==> config.mk <==
export PLATFORM = sky130hd
export DESIGN_NAME = protected_regs_ident_osc_ctrl
export DESIGN_NICKNAME = d
export VERILOG_FILES = /design/src/rtl/protected_regs_pkg.sv /design/src/rtl/protected_regs_ident_osc_ctrl.sv /design/src/rtl/rate_divider.sv /design/src/rtl/prot_store.sv
export SDC_FILE = /design/constraint.sdc
export NUM_CORES = 1
export LEC_CHECK = 0
export ABC_AREA = 1
export BUFFER_PORTS_ARGS = -buffer_cell sky130_fd_sc_hd__buf_4
export CORE_MARGIN = 1.5
export CORE_UTILIZATION = 50
export DETAILED_ROUTE_END_ITERATION = 7
export PLACE_DENSITY = 0.7
export SLEW_MARGIN = 5
export SYNTH_ARGS = -nofsm -noshare
export SYNTH_HDL_FRONTEND = slang
export SYNTH_HIERARCHICAL = 1
export SYNTH_SLANG_ARGS = --single-unit
export TNS_END_PERCENT = 10
==> constraint.sdc <==
create_clock -name clk_in -period 1.75 [get_ports clk_in]
set_clock_uncertainty 0.15 [all_clocks]
set_input_delay 0 -clock clk_in [delete_from_list [all_inputs] [get_ports clk_in]]
set_output_delay 0 -clock clk_in [all_outputs]
set_load 0.02 [all_outputs]
==> src/rtl/protected_regs_pkg.sv <==
// Constants, encodings and carrier structs for the protected register block
package protected_regs_pkg;

	// ----------------------------------------------------------------
	// Register offsets
	// ----------------------------------------------------------------
	localparam logic [7:0] OFF_IDENT          = 8'h00;
	localparam logic [7:0] OFF_DEVICE_INFO    = 8'h01;
	localparam logic [7:0] OFF_MASK_REVISION  = 8'h02;
	localparam logic [7:0] OFF_PROT_SYS_A     = 8'h03;
	localparam logic [7:0] OFF_PROT_SYS_B     = 8'h04;
	localparam logic [7:0] OFF_PROT_SYS_C     = 8'h06;
	localparam logic [7:0] OFF_POWER_MGMT     = 8'h0C;
	localparam logic [7:0] OFF_CLOCK_CONTROL  = 8'h28;
	localparam logic [7:0] OFF_PROT_CHG_A     = 8'hA8;
	localparam logic [7:0] OFF_PROT_CHG_B     = 8'hA9;
	localparam logic [7:0] OFF_PROT_CHG_C     = 8'hAA;
	localparam logic [7:0] OFF_TICK_CONTROL   = 8'hDA;
	localparam logic [7:0] OFF_LOCK_KEY       = 8'hDB;
	localparam logic [7:0] OFF_CLOCK_ROUTE    = 8'hE0;

	// ----------------------------------------------------------------
	// Field positions and reset values
	// ----------------------------------------------------------------
	localparam logic [15:0] LOCK_KEY_UNLOCK   = 16'h0013;
	localparam logic [15:0] LOCK_KEY_RESET    = 16'h0000;
	localparam logic [15:0] WORD_RESET        = 16'h0000;
	localparam logic [3:0]  XTAL_EN_BIT_PMGMT = 4'hA;
	localparam logic [3:0]  XTAL_EN_BIT_TICK  = 4'hC;
	localparam logic        XTAL_EN_RESET     = 1'b1;
	localparam logic [3:0]  CODEC_SYSTEM_CLOCK_SRC_BIT    = 4'hB;
	localparam logic [3:0]  FLL_REF_LSB       = 4'h0;
	localparam logic [3:0]  SRC32K_LSB        = 4'h2;
	localparam logic [3:0]  GPIO32K_LSB       = 4'h4;
	localparam logic [2:0]  PROT_WORDS        = 3'h7;
	localparam logic [3:0]  FUNC_REV_LSB      = 4'hC;
	localparam logic [3:0]  CONF_PIN_LSB      = 4'hA;

	// Identification values, arbitrary
	localparam logic [15:0] IDENT_CODE        = 16'hA5C3;
	localparam logic [3:0]  FUNC_REVISION     = 4'h1;
	localparam logic [7:0]  CUSTOMER_REVISION = 8'h01;
	localparam logic [7:0]  ROM_MASK_REVISION = 8'h01;

	// ----------------------------------------------------------------
	// Clock rates in kHz and derived cycle counts
	// ----------------------------------------------------------------
	localparam int CLK_KHZ        = 100000;
	localparam int RC_OSC_KHZ     = 2000;
	localparam int CONV_FAST_KHZ  = 2000;
	localparam int CONV_SLOW_KHZ  = 1000;
	localparam int RC_OSC_CYCLES  = CLK_KHZ / RC_OSC_KHZ;
	localparam int CONV_SLOW_DIV  = CONV_FAST_KHZ / CONV_SLOW_KHZ;

	// ----------------------------------------------------------------
	// Encodings and carriers
	// ----------------------------------------------------------------
	typedef enum logic [1:0] {
		FLL_REF_MCLK      = 2'b00,
		FLL_REF_ADC_FRAME = 2'b01,
		FLL_REF_DAC_FRAME = 2'b10,
		FLL_REF_32K       = 2'b11
	} fll_ref_e;

	typedef enum logic [1:0] {
		SRC32K_XTAL = 2'b00,
		SRC32K_PIN  = 2'b01,
		SRC32K_GPIO = 2'b10
	} src32k_e;

	typedef struct packed {
		logic        wr;
		logic        rd;
		logic [7:0]  addr;
		logic [15:0] wdata;
	} reg_req_s;

	typedef struct packed {
		logic        valid;
		logic [15:0] data;
	} reg_rsp_s;

endpackage

==> src/rtl/protected_regs_ident_osc_ctrl.sv <==
// Register locking, identification, 32 kHz oscillator enable and clock routing
//
// Notes on behaviour
// (RULE1) Protected words start locked; writes while locked change nothing.
// (RULE2) Protected writes allowed only while lock key holds 0x0013.
// (RULE3) Lock key is 16 bits and resets to zero.
// (RULE4) Software should relock straight after its protected writes.
// (RULE5) Writing any other key value relocks the protected words.
// (RULE6) Offset 0x00 reads a fixed identification code.
// (RULE7) Offset 0x01 reads functional revision, config pins, customer revision.
// (RULE8) Bit 10 at 0x0C enables the crystal oscillator; resets to one.
// (RULE9) Oscillator enable holds its state in off and backup power states.
// (RULE10) Enable also at 0xDA; both addresses share one storage bit.
// (RULE11) Start-up and system ticks come from the internal RC rate.
// (RULE12) Converter ticks run at 2 MHz and 1 MHz from RC rate.
// (RULE13) Loop reference selects master clock, frame clocks in slave, 32 kHz.
// (RULE14) Codec system clock is master clock or loop output.
// (RULE15) Bit 11 at 0x28 picks loop output; resets to master clock.
// (RULE16) External 32 kHz accepted on crystal pin or general-purpose input.
// (RULE17) 32 kHz signal routable to general-purpose pins 2, 3, 5, 12.
`timescale 1ns/1ps
`default_nettype none
module protected_regs_ident_osc_ctrl (
	input  wire logic                          clk_in,
	input  wire logic                          rstn_in,
	input  wire protected_regs_pkg::reg_req_s  req_in,
	output protected_regs_pkg::reg_rsp_s       rsp_out,
	input  wire logic [1:0]                    config_pin_state_in,
	input  wire logic                          slave_mode_in,
	input  wire logic                          mclk_in,
	input  wire logic                          freq_locked_loop_in,
	input  wire logic                          adc_frame_clock_in,
	input  wire logic                          dac_frame_clock_in,
	input  wire logic                          xtal_osc_core_in,
	input  wire logic                          crystal_pin_in,
	input  wire logic                          gpio_32k_in,
	output logic                               xtal_osc_enable_out,
	output logic                               unlocked_out,
	output logic                               codec_system_clock_out,
	output logic                               freq_locked_loop_ref_out,
	output logic                               clk_32k_out,
	output logic [3:0]                         gpio_32k_out,
	output logic                               rc_system_tick_out,
	output logic                               conv_fast_tick_out,
	output logic                               conv_slow_tick_out
);

	// ----------------------------------------------------------------
	// Address decoding
	// ----------------------------------------------------------------
	function automatic logic is_protected(input logic [7:0] addr);
		unique case (addr)
			protected_regs_pkg::OFF_PROT_SYS_A,
			protected_regs_pkg::OFF_PROT_SYS_B,
			protected_regs_pkg::OFF_PROT_SYS_C,
			protected_regs_pkg::OFF_POWER_MGMT,
			protected_regs_pkg::OFF_PROT_CHG_A,
			protected_regs_pkg::OFF_PROT_CHG_B,
			protected_regs_pkg::OFF_PROT_CHG_C: is_protected = 1'b1;
			default:                            is_protected = 1'b0;
		endcase
	endfunction

	function automatic logic [2:0] prot_index(input logic [7:0] addr);
		unique case (addr)
			protected_regs_pkg::OFF_PROT_SYS_A: prot_index = 3'h0;
			protected_regs_pkg::OFF_PROT_SYS_B: prot_index = 3'h1;
			protected_regs_pkg::OFF_PROT_SYS_C: prot_index = 3'h2;
			protected_regs_pkg::OFF_POWER_MGMT: prot_index = 3'h3;
			protected_regs_pkg::OFF_PROT_CHG_A: prot_index = 3'h4;
			protected_regs_pkg::OFF_PROT_CHG_B: prot_index = 3'h5;
			protected_regs_pkg::OFF_PROT_CHG_C: prot_index = 3'h6;
			default:                            prot_index = 3'h7;
		endcase
	endfunction

	// ----------------------------------------------------------------
	// State
	// ----------------------------------------------------------------
	logic [15:0] lock_key;
	logic        unlocked;
	logic        xtal_osc_enable;
	logic [15:0] tick_control;
	logic [15:0] clock_control;
	logic [15:0] clock_route;
	logic [1:0]  config_pin_state;
	logic        config_captured;
	logic        prot_we;
	logic [15:0] prot_rdata;
	logic        rd_pend;
	logic [7:0]  rd_addr;
	logic [15:0] next_rdata;
	logic        next_clk_32k;
	logic        next_fll_ref;
	logic        rc_tick;
	logic        slow_phase;
	logic        wr_pmgmt;
	logic        wr_tick;

	assign unlocked = (lock_key == protected_regs_pkg::LOCK_KEY_UNLOCK);  // RULE2
	assign prot_we  = req_in.wr && is_protected(req_in.addr) && unlocked;  // RULE1
	assign wr_pmgmt = prot_we && req_in.addr == protected_regs_pkg::OFF_POWER_MGMT;
	assign wr_tick  = req_in.wr && req_in.addr == protected_regs_pkg::OFF_TICK_CONTROL;

	// ----------------------------------------------------------------
	// Protected storage
	// ----------------------------------------------------------------
	prot_store u_prot_store (
		.clk_in    (clk_in),
		.rstn_in   (rstn_in),
		.we_in     (prot_we),
		.waddr_in  (prot_index(req_in.addr)),
		.wdata_in  (req_in.wdata),
		.raddr_in  (prot_index(req_in.addr)),
		.rdata_out (prot_rdata)
	);

	// ----------------------------------------------------------------
	// Lock key
	// ----------------------------------------------------------------
	// Any value but the key relocks, so a stray write fails safe
	always_ff @(posedge clk_in or negedge rstn_in) begin
		if (!rstn_in) begin
			lock_key <= protected_regs_pkg::LOCK_KEY_RESET;  // RULE3
		end else if (req_in.wr && req_in.addr == protected_regs_pkg::OFF_LOCK_KEY) begin
			lock_key <= req_in.wdata;  // RULE5
		end
	end

	always_ff @(posedge clk_in or negedge rstn_in) begin
		if (!rstn_in) begin
			unlocked_out <= 1'b0;
		end else begin
			unlocked_out <= unlocked;
		end
	end

	// ----------------------------------------------------------------
	// Oscillator enable, one bit seen at two addresses
	// ----------------------------------------------------------------
	// No power-state input clears it: it lives on the backup supply
	always_ff @(posedge clk_in or negedge rstn_in) begin
		if (!rstn_in) begin
			xtal_osc_enable <= protected_regs_pkg::XTAL_EN_RESET;  // RULE8
		end else if (wr_pmgmt) begin
			xtal_osc_enable <= req_in.wdata[protected_regs_pkg::XTAL_EN_BIT_PMGMT];  // RULE8
		end else if (wr_tick) begin
			xtal_osc_enable <= req_in.wdata[protected_regs_pkg::XTAL_EN_BIT_TICK];  // RULE10
		end
	end

	always_ff @(posedge clk_in or negedge rstn_in) begin
		if (!rstn_in) begin
			xtal_osc_enable_out <= protected_regs_pkg::XTAL_EN_RESET;
		end else begin
			xtal_osc_enable_out <= xtal_osc_enable;  // RULE9
		end
	end

	// ----------------------------------------------------------------
	// Unprotected control words
	// ----------------------------------------------------------------
	always_ff @(posedge clk_in or negedge rstn_in) begin
		if (!rstn_in) begin
			tick_control <= protected_regs_pkg::WORD_RESET;
		end else if (wr_tick) begin
			tick_control <= req_in.wdata;
		end
	end

	always_ff @(posedge clk_in or negedge rstn_in) begin
		if (!rstn_in) begin
			clock_control <= protected_regs_pkg::WORD_RESET;  // RULE15
		end else if (req_in.wr && req_in.addr == protected_regs_pkg::OFF_CLOCK_CONTROL) begin
			clock_control <= req_in.wdata;
		end
	end

	always_ff @(posedge clk_in or negedge rstn_in) begin
		if (!rstn_in) begin
			clock_route <= protected_regs_pkg::WORD_RESET;
		end else if (req_in.wr && req_in.addr == protected_regs_pkg::OFF_CLOCK_ROUTE) begin
			clock_route <= req_in.wdata;
		end
	end

	// Pins caught once, on the first edge after reset release
	always_ff @(posedge clk_in or negedge rstn_in) begin
		if (!rstn_in) begin
			config_pin_state <= 2'h0;
			config_captured  <= 1'b0;
		end else if (!config_captured) begin
			config_pin_state <= config_pin_state_in;  // RULE7
			config_captured  <= 1'b1;
		end
	end

	// ----------------------------------------------------------------
	// Read path, answer two cycles after the request
	// ----------------------------------------------------------------
	always_ff @(posedge clk_in or negedge rstn_in) begin
		if (!rstn_in) begin
			rd_pend <= 1'b0;
			rd_addr <= 8'h00;
		end else begin
			rd_pend <= req_in.rd;
			rd_addr <= req_in.addr;
		end
	end

	always_comb begin
		next_rdata = protected_regs_pkg::WORD_RESET;
		if (is_protected(rd_addr)) begin
			next_rdata = prot_rdata;
			if (rd_addr == protected_regs_pkg::OFF_POWER_MGMT) begin
				next_rdata[protected_regs_pkg::XTAL_EN_BIT_PMGMT] = xtal_osc_enable;  // RULE10
			end
		end else begin
			unique case (rd_addr)
				protected_regs_pkg::OFF_IDENT: begin
					next_rdata = protected_regs_pkg::IDENT_CODE;  // RULE6
				end
				protected_regs_pkg::OFF_DEVICE_INFO: begin
					next_rdata[protected_regs_pkg::FUNC_REV_LSB +: 4] =
						protected_regs_pkg::FUNC_REVISION;  // RULE7
					next_rdata[protected_regs_pkg::CONF_PIN_LSB +: 2] = config_pin_state;
					next_rdata[7:0] = protected_regs_pkg::CUSTOMER_REVISION;
				end
				protected_regs_pkg::OFF_MASK_REVISION: begin
					next_rdata[7:0] = protected_regs_pkg::ROM_MASK_REVISION;
				end
				protected_regs_pkg::OFF_TICK_CONTROL: begin
					next_rdata = tick_control;
					next_rdata[protected_regs_pkg::XTAL_EN_BIT_TICK] = xtal_osc_enable;  // RULE10
				end
				protected_regs_pkg::OFF_LOCK_KEY: begin
					next_rdata = lock_key;
				end
				protected_regs_pkg::OFF_CLOCK_CONTROL: begin
					next_rdata = clock_control;
				end
				protected_regs_pkg::OFF_CLOCK_ROUTE: begin
					next_rdata = clock_route;
				end
				default: begin
					next_rdata = protected_regs_pkg::WORD_RESET;
				end
			endcase
		end
	end

	always_ff @(posedge clk_in or negedge rstn_in) begin
		if (!rstn_in) begin
			rsp_out <= '0;
		end else begin
			rsp_out.valid <= rd_pend;
			rsp_out.data  <= rd_pend ? next_rdata : protected_regs_pkg::WORD_RESET;
		end
	end

	// ----------------------------------------------------------------
	// Clock routing
	// ----------------------------------------------------------------
	// Clocks are sampled at clk_in, so routed copies carry one cycle of jitter
	always_comb begin
		unique case (clock_route[protected_regs_pkg::SRC32K_LSB +: 2])
			protected_regs_pkg::SRC32K_XTAL: next_clk_32k = xtal_osc_core_in & xtal_osc_enable;
			protected_regs_pkg::SRC32K_PIN:  next_clk_32k = crystal_pin_in;  // RULE16
			protected_regs_pkg::SRC32K_GPIO: next_clk_32k = gpio_32k_in;  // RULE16
			default:                         next_clk_32k = 1'b0;
		endcase
	end

	// Frame clocks are inputs only in slave modes
	always_comb begin
		unique case (clock_route[protected_regs_pkg::FLL_REF_LSB +: 2])
			protected_regs_pkg::FLL_REF_MCLK:      next_fll_ref = mclk_in;  // RULE13
			protected_regs_pkg::FLL_REF_ADC_FRAME: next_fll_ref = adc_frame_clock_in & slave_mode_in;
			protected_regs_pkg::FLL_REF_DAC_FRAME: next_fll_ref = dac_frame_clock_in & slave_mode_in;
			protected_regs_pkg::FLL_REF_32K:       next_fll_ref = next_clk_32k;
		endcase
	end

	always_ff @(posedge clk_in or negedge rstn_in) begin
		if (!rstn_in) begin
			clk_32k_out  <= 1'b0;
			gpio_32k_out <= 4'h0;
		end else begin
			clk_32k_out  <= next_clk_32k;
			gpio_32k_out <= {4{next_clk_32k}} & clock_route[protected_regs_pkg::GPIO32K_LSB +: 4];  // RULE17
		end
	end

	always_ff @(posedge clk_in or negedge rstn_in) begin
		if (!rstn_in) begin
			freq_locked_loop_ref_out <= 1'b0;
			codec_system_clock_out   <= 1'b0;
		end else begin
			freq_locked_loop_ref_out <= next_fll_ref;  // RULE13
			codec_system_clock_out   <= clock_control[protected_regs_pkg::CODEC_SYSTEM_CLOCK_SRC_BIT] ?
				freq_locked_loop_in : mclk_in;  // RULE14 RULE15
		end
	end

	// ----------------------------------------------------------------
	// RC-derived ticks
	// ----------------------------------------------------------------
	rate_divider #(
		.DIV (protected_regs_pkg::RC_OSC_CYCLES)
	) u_rc_divider (
		.clk_in   (clk_in),
		.rstn_in  (rstn_in),
		.tick_out (rc_tick)
	);

	// Slow converter tick on every other RC tick
	always_ff @(posedge clk_in or negedge rstn_in) begin
		if (!rstn_in) begin
			slow_phase <= 1'b0;
		end else if (rc_tick) begin
			slow_phase <= ~slow_phase;
		end
	end

	always_ff @(posedge clk_in or negedge rstn_in) begin
		if (!rstn_in) begin
			rc_system_tick_out <= 1'b0;
			conv_fast_tick_out <= 1'b0;
			conv_slow_tick_out <= 1'b0;
		end else begin
			rc_system_tick_out <= rc_tick;  // RULE11
			conv_fast_tick_out <= rc_tick;  // RULE12
			conv_slow_tick_out <= rc_tick & slow_phase;  // RULE12
		end
	end

endmodule
`default_nettype wire

==> src/rtl/rate_divider.sv <==
// Divider giving a one-cycle enable pulse every DIV clocks
`timescale 1ns/1ps
`default_nettype none
module rate_divider #(
	parameter int DIV = 50
) (
	input  wire logic clk_in,
	input  wire logic rstn_in,
	output logic      tick_out
);

	logic [7:0] count;

	always_ff @(posedge clk_in or negedge rstn_in) begin
		if (!rstn_in) begin
			count    <= 8'h00;
			tick_out <= 1'b0;
		end else if (count == 8'(DIV - 1)) begin
			count    <= 8'h00;
			tick_out <= 1'b1;
		end else begin
			count    <= count + 8'h01;
			tick_out <= 1'b0;
		end
	end

endmodule
`default_nettype wire

==> src/rtl/prot_store.sv <==
// Storage for the write-protected register words, registered read
`timescale 1ns/1ps
`default_nettype none
module prot_store (
	input  wire logic        clk_in,
	input  wire logic        rstn_in,
	input  wire logic        we_in,
	input  wire logic [2:0]  waddr_in,
	input  wire logic [15:0] wdata_in,
	input  wire logic [2:0]  raddr_in,
	output logic      [15:0] rdata_out
);

	logic [15:0] mem [protected_regs_pkg::PROT_WORDS];

	// Small enough to clear on reset, so contents are defined
	always_ff @(posedge clk_in or negedge rstn_in) begin
		if (!rstn_in) begin
			for (int i = 0; i < int'(protected_regs_pkg::PROT_WORDS); i++) begin
				mem[i] <= protected_regs_pkg::WORD_RESET;
			end
		end else if (we_in && waddr_in < protected_regs_pkg::PROT_WORDS) begin
			mem[waddr_in] <= wdata_in;
		end
	end

	always_ff @(posedge clk_in or negedge rstn_in) begin
		if (!rstn_in) begin
			rdata_out <= protected_regs_pkg::WORD_RESET;
		end else if (raddr_in < protected_regs_pkg::PROT_WORDS) begin
			rdata_out <= mem[raddr_in];
		end else begin
			rdata_out <= protected_regs_pkg::WORD_RESET;
		end
	end

endmodule
`default_nettype wire

==> Word-level counts from Yosys, hierarchy flattened <==
Index checks and enable logic that the tools add are counted.
{ "op_classes": {"add_sub_neg": 1, "magnitude_cmp": 3, "eq_ne": 31, "muxes": 23, "bitwise": 7, "n_reduce_logical": 16} }
{ "op_table": {"columns": ["cell", "n"], "rows": [
  ["112-bit bitwise mux", 1],
  ["8-bit equality test (second input constant)", 12],
  ["16-bit two-way mux", 6],
  ["16-bit binary-select mux with 3-bit select", 1],
  ["16-bit demux with 3-bit select", 1],
  ["8-bit one-hot mux with 6 select lines", 1],
  ["6-bit one-hot mux with 6 select lines", 1],
  ["8-bit by 3-bit equality test with 1-bit output (second input constant)", 4],
  ["8-bit by 2-bit equality test with 1-bit output (second input constant)", 3],
  ["8-bit by 6-bit equality test with 1-bit output (second input constant)", 3],
  ["3-bit one-hot mux with 7 select lines", 1],
  ["16-bit by 5-bit equality test with 1-bit output (second input constant)", 1],
  ["8-bit by 4-bit equality test with 1-bit output (second input constant)", 2],
  ["7-bit OR reduction", 2],
  ["2-bit one-hot mux with 5 select lines", 1],
  ["1-bit logical AND", 9],
  ["8-bit by 1-bit adder with 8-bit output (second input constant)", 1],
  ["8-bit by 1-bit equality test with 1-bit output (second input constant)", 1],
  ["8-bit zero test", 1],
  ["8-bit two-way mux", 1],
  ["1-bit two-way mux", 7],
  ["2-bit equality test (second input constant)", 3],
  ["1-bit AND", 4],
  ["4-bit AND", 1],
  ["11 further kinds", 13]
]} }
{ "totals": {"reg_bits": 243, "inputBits": 38, "out_inout_bits": 29, "word_cells": 111} }

==> Logic depth before layout (Yosys ltp) <==
{ "depth": {"word_depth": 8, "ltp_mapped": 15} }

==> Cells and area by module <==
The synthesis kept the hierarchy.
{ "by_module_without_submodules": {"columns": ["mod", "n_inst", "cells_per_inst", "area_per_inst_um2", "seq_area_each_um2"], "rows": [
  ["prot_store", 1, 748, 5755.5, 3203.1],
  ["protected_regs_ident_osc_ctrl", 1, 581, 4838.4, 2630.0],
  ["rate_divider", 1, 56, 471.7, 225.2]
]} }

==> Worst setup path before layout <==
No wires, ideal clock.
{ "synth_path": {"kind": "in2reg", "start": "in req_in[22] in the netlist's numbering", "end": "reg u_prot_store/mem[10] in the netlist's numbering", "setup_ns": 0.083, "arrival_ns": 2.082, "required_time_ns": 1.517, "path_slack_ns": -0.565, "cell_stages": 8, "n_path_buf": 1, "path_cell_list": "nor2_1 -> nand2_1 -> o311ai_0 -> nor2_1 -> nand3_1 -> clkbuf_1 -> nand2_1 -> o21ai_0"} }
{ "synth_via": {"elab_chain_len": 8} }
{ "synth_lines": {"columns": ["element", "line", "source"], "rows": [
  ["start: declaration", "protected_regs_ident_osc_ctrl.sv:26", "input wire protected_regs_pkg::reg_req_s req_in,"],
  ["8-bit equality test, or another cell as far along", "protected_regs_ident_osc_ctrl.sv:52, protected_regs_ident_osc_ctrl.sv:65", null],
  ["3-bit one-hot mux with 7 select lines", "protected_regs_ident_osc_ctrl.sv:65", "unique case (addr)"],
  ["3-bit inverter with 4-bit output (implied by the code)", "prot_store.sv:23", "mem[waddr_in] <= wdata_in;"],
  ["4-bit greater-or-equal comparator (implied by the code) or 4-bit by 1-bit less-than comparator with 1-bit output (tied branches)", "prot_store.sv:23", null],
  ["1-bit logical AND (implied by the code)", "prot_store.sv:23", null],
  ["16-bit two-way mux (implied by the code)", "prot_store.sv:23", null],
  ["16-bit demux with 3-bit select", "prot_store.sv:23", null],
  ["112-bit bitwise mux", "prot_store.sv:23", null],
  ["end signal: indexed assignment", "prot_store.sv:20", "mem[i] <= protected_regs_pkg::WORD_RESET;"],
  ["end signal: indexed assignment", "prot_store.sv:23", null],
  ["end: declaration", "prot_store.sv:14", "logic [15:0] mem [protected_regs_pkg::PROT_WORDS];"]
]} }
Parallel ways exist; a longest one is shown, timed or not.
A chain may end at the register's enable or synchronous reset.

==> Worst setup path in the final report <==
{ "layout_path": {"start": "reg lock_key[0]", "end": "reg u_prot_store/mem[40] in the netlist's numbering"} }
{ "layout_via": {"elab_chain_len": 3} }
{ "layout_lines": {"columns": ["element", "line", "source"], "rows": [
  ["start: declaration", "protected_regs_ident_osc_ctrl.sv:80", "logic [15:0] lock_key;"],
  ["start signal: assignment", "protected_regs_ident_osc_ctrl.sv:124", "lock_key <= protected_regs_pkg::LOCK_KEY_RESET;"],
  ["start signal: assignment", "protected_regs_ident_osc_ctrl.sv:126", "lock_key <= req_in.wdata;"],
  ["16-bit by 5-bit equality test with 1-bit output", "protected_regs_ident_osc_ctrl.sv:100", "assign unlocked = (lock_key == protected_regs_pkg::LOCK_KEY_UNLOCK);"],
  ["1-bit logical AND", "protected_regs_ident_osc_ctrl.sv:101", "assign prot_we = req_in.wr && is_protected(req_in.addr) && unlocked;"],
  ["via prot_we", "protected_regs_ident_osc_ctrl.sv:88", "logic prot_we;"],
  ["1-bit logical AND", "prot_store.sv:22", "end else if (we_in && waddr_in < protected_regs_pkg::PROT_WORDS) begin"]
]} }
The timed path passes the listed nets, and every way through them passes these cells.

==> metrics.md <==
| Metric | Value |
|---|---|
| Post-placement setup slack | -0.270 ns |
| Worst Hold Class | in2reg |
| Die Y | 152 um |
| Mapped Avg Cell Area | 7.99 sq um |
| Worst r2r src | lock_key[0] |
| Layout area overhead | 28.0% |
| Total Neg Setup Slack | -25.25 ns |
| Worst hold start | req_in[18] |
| Number of routed nets with antenna violations | 0 |
| Clk Latency, worst-skew pair | 0.52 ns |
| Dpl hpwl | 18900 um |
| Final hold vios | 0 |
| First-pass GRT wire length | 46300 um |
| Tightest hold margin | 0.0551 ns |
| Final setup viols | 112 |
| Synth Cell Area | 11100 sq um |
| Setup CP Type | reg2reg |
| Synth warn | 6 |
| Pleak | 7.31 nW |
| Gpl congestion | 0.884 |
| TritonCTS clock tree | yes |
| Die area | 23000 sq um |
| Most frequent cells in the layout | nand2_1 (525), dfrtp_1 (240), inv_1 (144), buf_4 (139), o21ai_0 (124) |
| Max Root-Sink Buffers | 3 |
| Vias per cell | 5.09 |
| Final WL | 28400 um |
| Crit path launch type | flop |
| Gate Count Post-Synth | 1385 |
| Reg2Reg Depth | 13 |
| Clk root buf | clkbuf_16 |
| CP Launch Point | lock_key[0] |
| Period Utilization, post-route | 118% |
| Worst vdd ir | 0.000473 V |
| Iteration-0 DRC Markers | 729 |
| Die X | 152 um |
| Post-layout min period | 2.06 ns |
| DRC Markers | 0 |
| Yosys cell types | 38 |
| Cell Pwr Density | 883 nW/um^2 |
| Critical path data arrival time | 2.30 ns |
| Critical Path End Type | flop |
| Gr usage total | 25.6% |
| Maxcap violations | 0 |
| Failing checks | setup timing |
| Status | complete, but fails checks |
| CTS buffer count | 26 |
| Vias in the first global route | 8959 |
| Clk pin slew, worst setup/hold paths | 0.06 ns |
| Most common cell on crit path | nand2_1 |
| DR pass1 iterations | 7 |
| Sequential fraction of the synthesis area | 54.7% |
| Post-synth EDFFs | 0 |
| Crit-path cells | nand2_1 > inv_1 > nand2_1 > nor2_1 > nand2_1 > nor2_2 > and2_4 > inv_2 > nor2_4 > nand2_1 > buf_6 > nand2_1 > o21ai_0 |
| Net count, final | 1604 |
| Via count | 9480 |
| R2R setup slack | -0.31 ns |
| Largest net degree at the start of global routing | 71 |
| Commonest non-fill, non-tap cell in the layout | nand2_1 |
| Remaining global-route overflow | 0 |
| CTS Sinks | 242 |
| #FFs+latches synth | 242 |
| PortBufs | 66 |
| Initial core utilization | 50.9% |
| Syn_nets | 1428 |
| Share of cells above drive strength 1 | 18.6% |
| Antenna violations before repair | 0 |
| Fmax | 0.486 GHz |
| Ys async rst share | 100% |
| Worst path slowest cell | dfrtp_1 |
| FF-to-FF End | u_prot_store/mem[40] |
| CP max stage delay | 0.38 ns |
| Setup WS post-layout | -0.307 ns |
| Main flop type after synthesis | dfrtp_1 |
| # diodes | 0 |
| Critical path endpoint | u_prot_store/mem[40] |
| # rows | 54 |
| Top Ports | 67 |
| Max Fanout on Critical Path | 18 |
| Core Area | 21800 sq um |
| Worst endpoint required time | 1.99 ns |
| Max-slew violation count | 0 |
| CTS HTree Levels | 1 |
| Post-DR wirelength/cell | 15.3 um |
| RSZ-0062 raised after global routing | true |
cell families after synthesis:
| group | synth area share, % |
|---|---|
| muxes | 0.305 |
| buffers and inverters | 8.04 |
| adders and majority gates | 0.565 |
| and+or+nand+nor | 27.0 |
| other | 0.0339 |
| xor gates and xnor gates | 0.158 |
| DFF | 54.7 |
| AOI/OAI and AO/OA | 9.14 |
timing repair:
action	in CTS	in global routing
hold endpoints to repair	436	6
pin swaps	0	12
endpoints found under the setup margin	119	147
gates cloned	1	2
setup buffers	0	3
hold buffers	42	5
gates resized for setup	24	68
cell type report:
cell class                      count  area (sq um)
Fill cell                        1766          7590
Sequential cell                   242          6060
Multi-Input combinational cell    928          4260
Timing Repair Buffer              208          1950
Clock buffer                       30           717
Inverter                          155           597
Tap cell                          280           350
Clock inverter                     18           233
critical path: cells and delay by family (launching register included):
kind / cells / cell delay (ns)
simple gates: 9 / 1.04
flops: 1 / 0.38
buf+inv: 3 / 0.27
compound gates: 1 / 0.08
cell usage after synthesis (2+ instances only):
cell | number | area (sq um)
nand2_1 | 537 | 2020
dfrtp_1 | 240 | 6010
o21ai_0 | 171 | 856
inv_1 | 147 | 552
nand3_1 | 87 | 435
nor2_1 | 55 | 206
clkbuf_1 | 33 | 124
a21oi_1 | 15 | 75.1
buf_2 | 12 | 60.1
buf_4 | 9 | 67.6
nor2_2 | 8 | 50.1
o21ai_1 | 8 | 40.0
nand2_2 | 7 | 43.8
inv_2 | 6 | 22.5
ha_1 | 5 | 62.6
nor2_4 | 5 | 56.3
buf_6 | 4 | 45.0
nor3_1 | 4 | 20.0
and2_1 | 3 | 18.8
mux2_2 | 3 | 33.8
nand4_1 | 3 | 18.8
nor2_8 | 3 | 60.1
buf_1 | 2 | 7.51
dfstp_2 | 2 | 52.6
nand2_4 | 2 | 22.5
nand3_2 | 2 | 20.0
power breakdown:
part	switching, W	leakage, nW	total [W]	internal (W)
clock	0.00227	0.467	0.00596	0.00368
sequential	0.0000620	3.31	0.00576	0.00570
combinational	0.000468	3.53	0.000790	0.000322
total	0.00280	7.31	0.0125	0.00970
routing by layer:
metal | up-vias | global-route usage [%] | routed length (um)
li1 | 4659 | - | -
met1 | 4483 | 35.2 | 12400
met2 | 283 | 41.9 | 13700
met3 | 55 | 3.35 | 1560
met4 | 0 | 8.32 | 734
met5 | - | 0 | 0
flip-flops by register name, summed over array words and instances (netlist names), 2 cells and up:
register                count
u_rc_divider/count          8
clock_route                16
gpio_32k_out                4
clock_control              16
rd_addr                     8
tick_control               15
lock_key                   16
config_pin_state            2
rsp_out                    17
u_prot_store/mem          112
u_prot_store/rdata_out     16
worst min path at each step:
| stage | to | slack (ns) | cells after the start |
|---|---|---|---|
| after global placement | clock_route[1] | -0.23 | 1 |
| after global routing | tick_control[15] | 0.07 | 7 |
| after CTS | tick_control[15] | 0.02 | 7 |
| after detailed placement | clock_route[1] | -0.23 | 1 |
| final | tick_control[15] | 0.06 | 7 |
| after floorplan | clk_32k_out | -0.45 | 0 |
metrics by stage:
step	util (%)	instance area, sq um	instances	total power, W
after floorplan	-	11100	1385	0.00611
after global placement	57.8	12600	1765	0.00654
after detailed placement	57.8	12600	1765	0.00655
after CTS	64.3	14000	1856	0.0126
after global routing	65.1	14200	1861	0.0130
final	65.1	14200	1861	0.0125
Power figures use the tool's default switching activity.
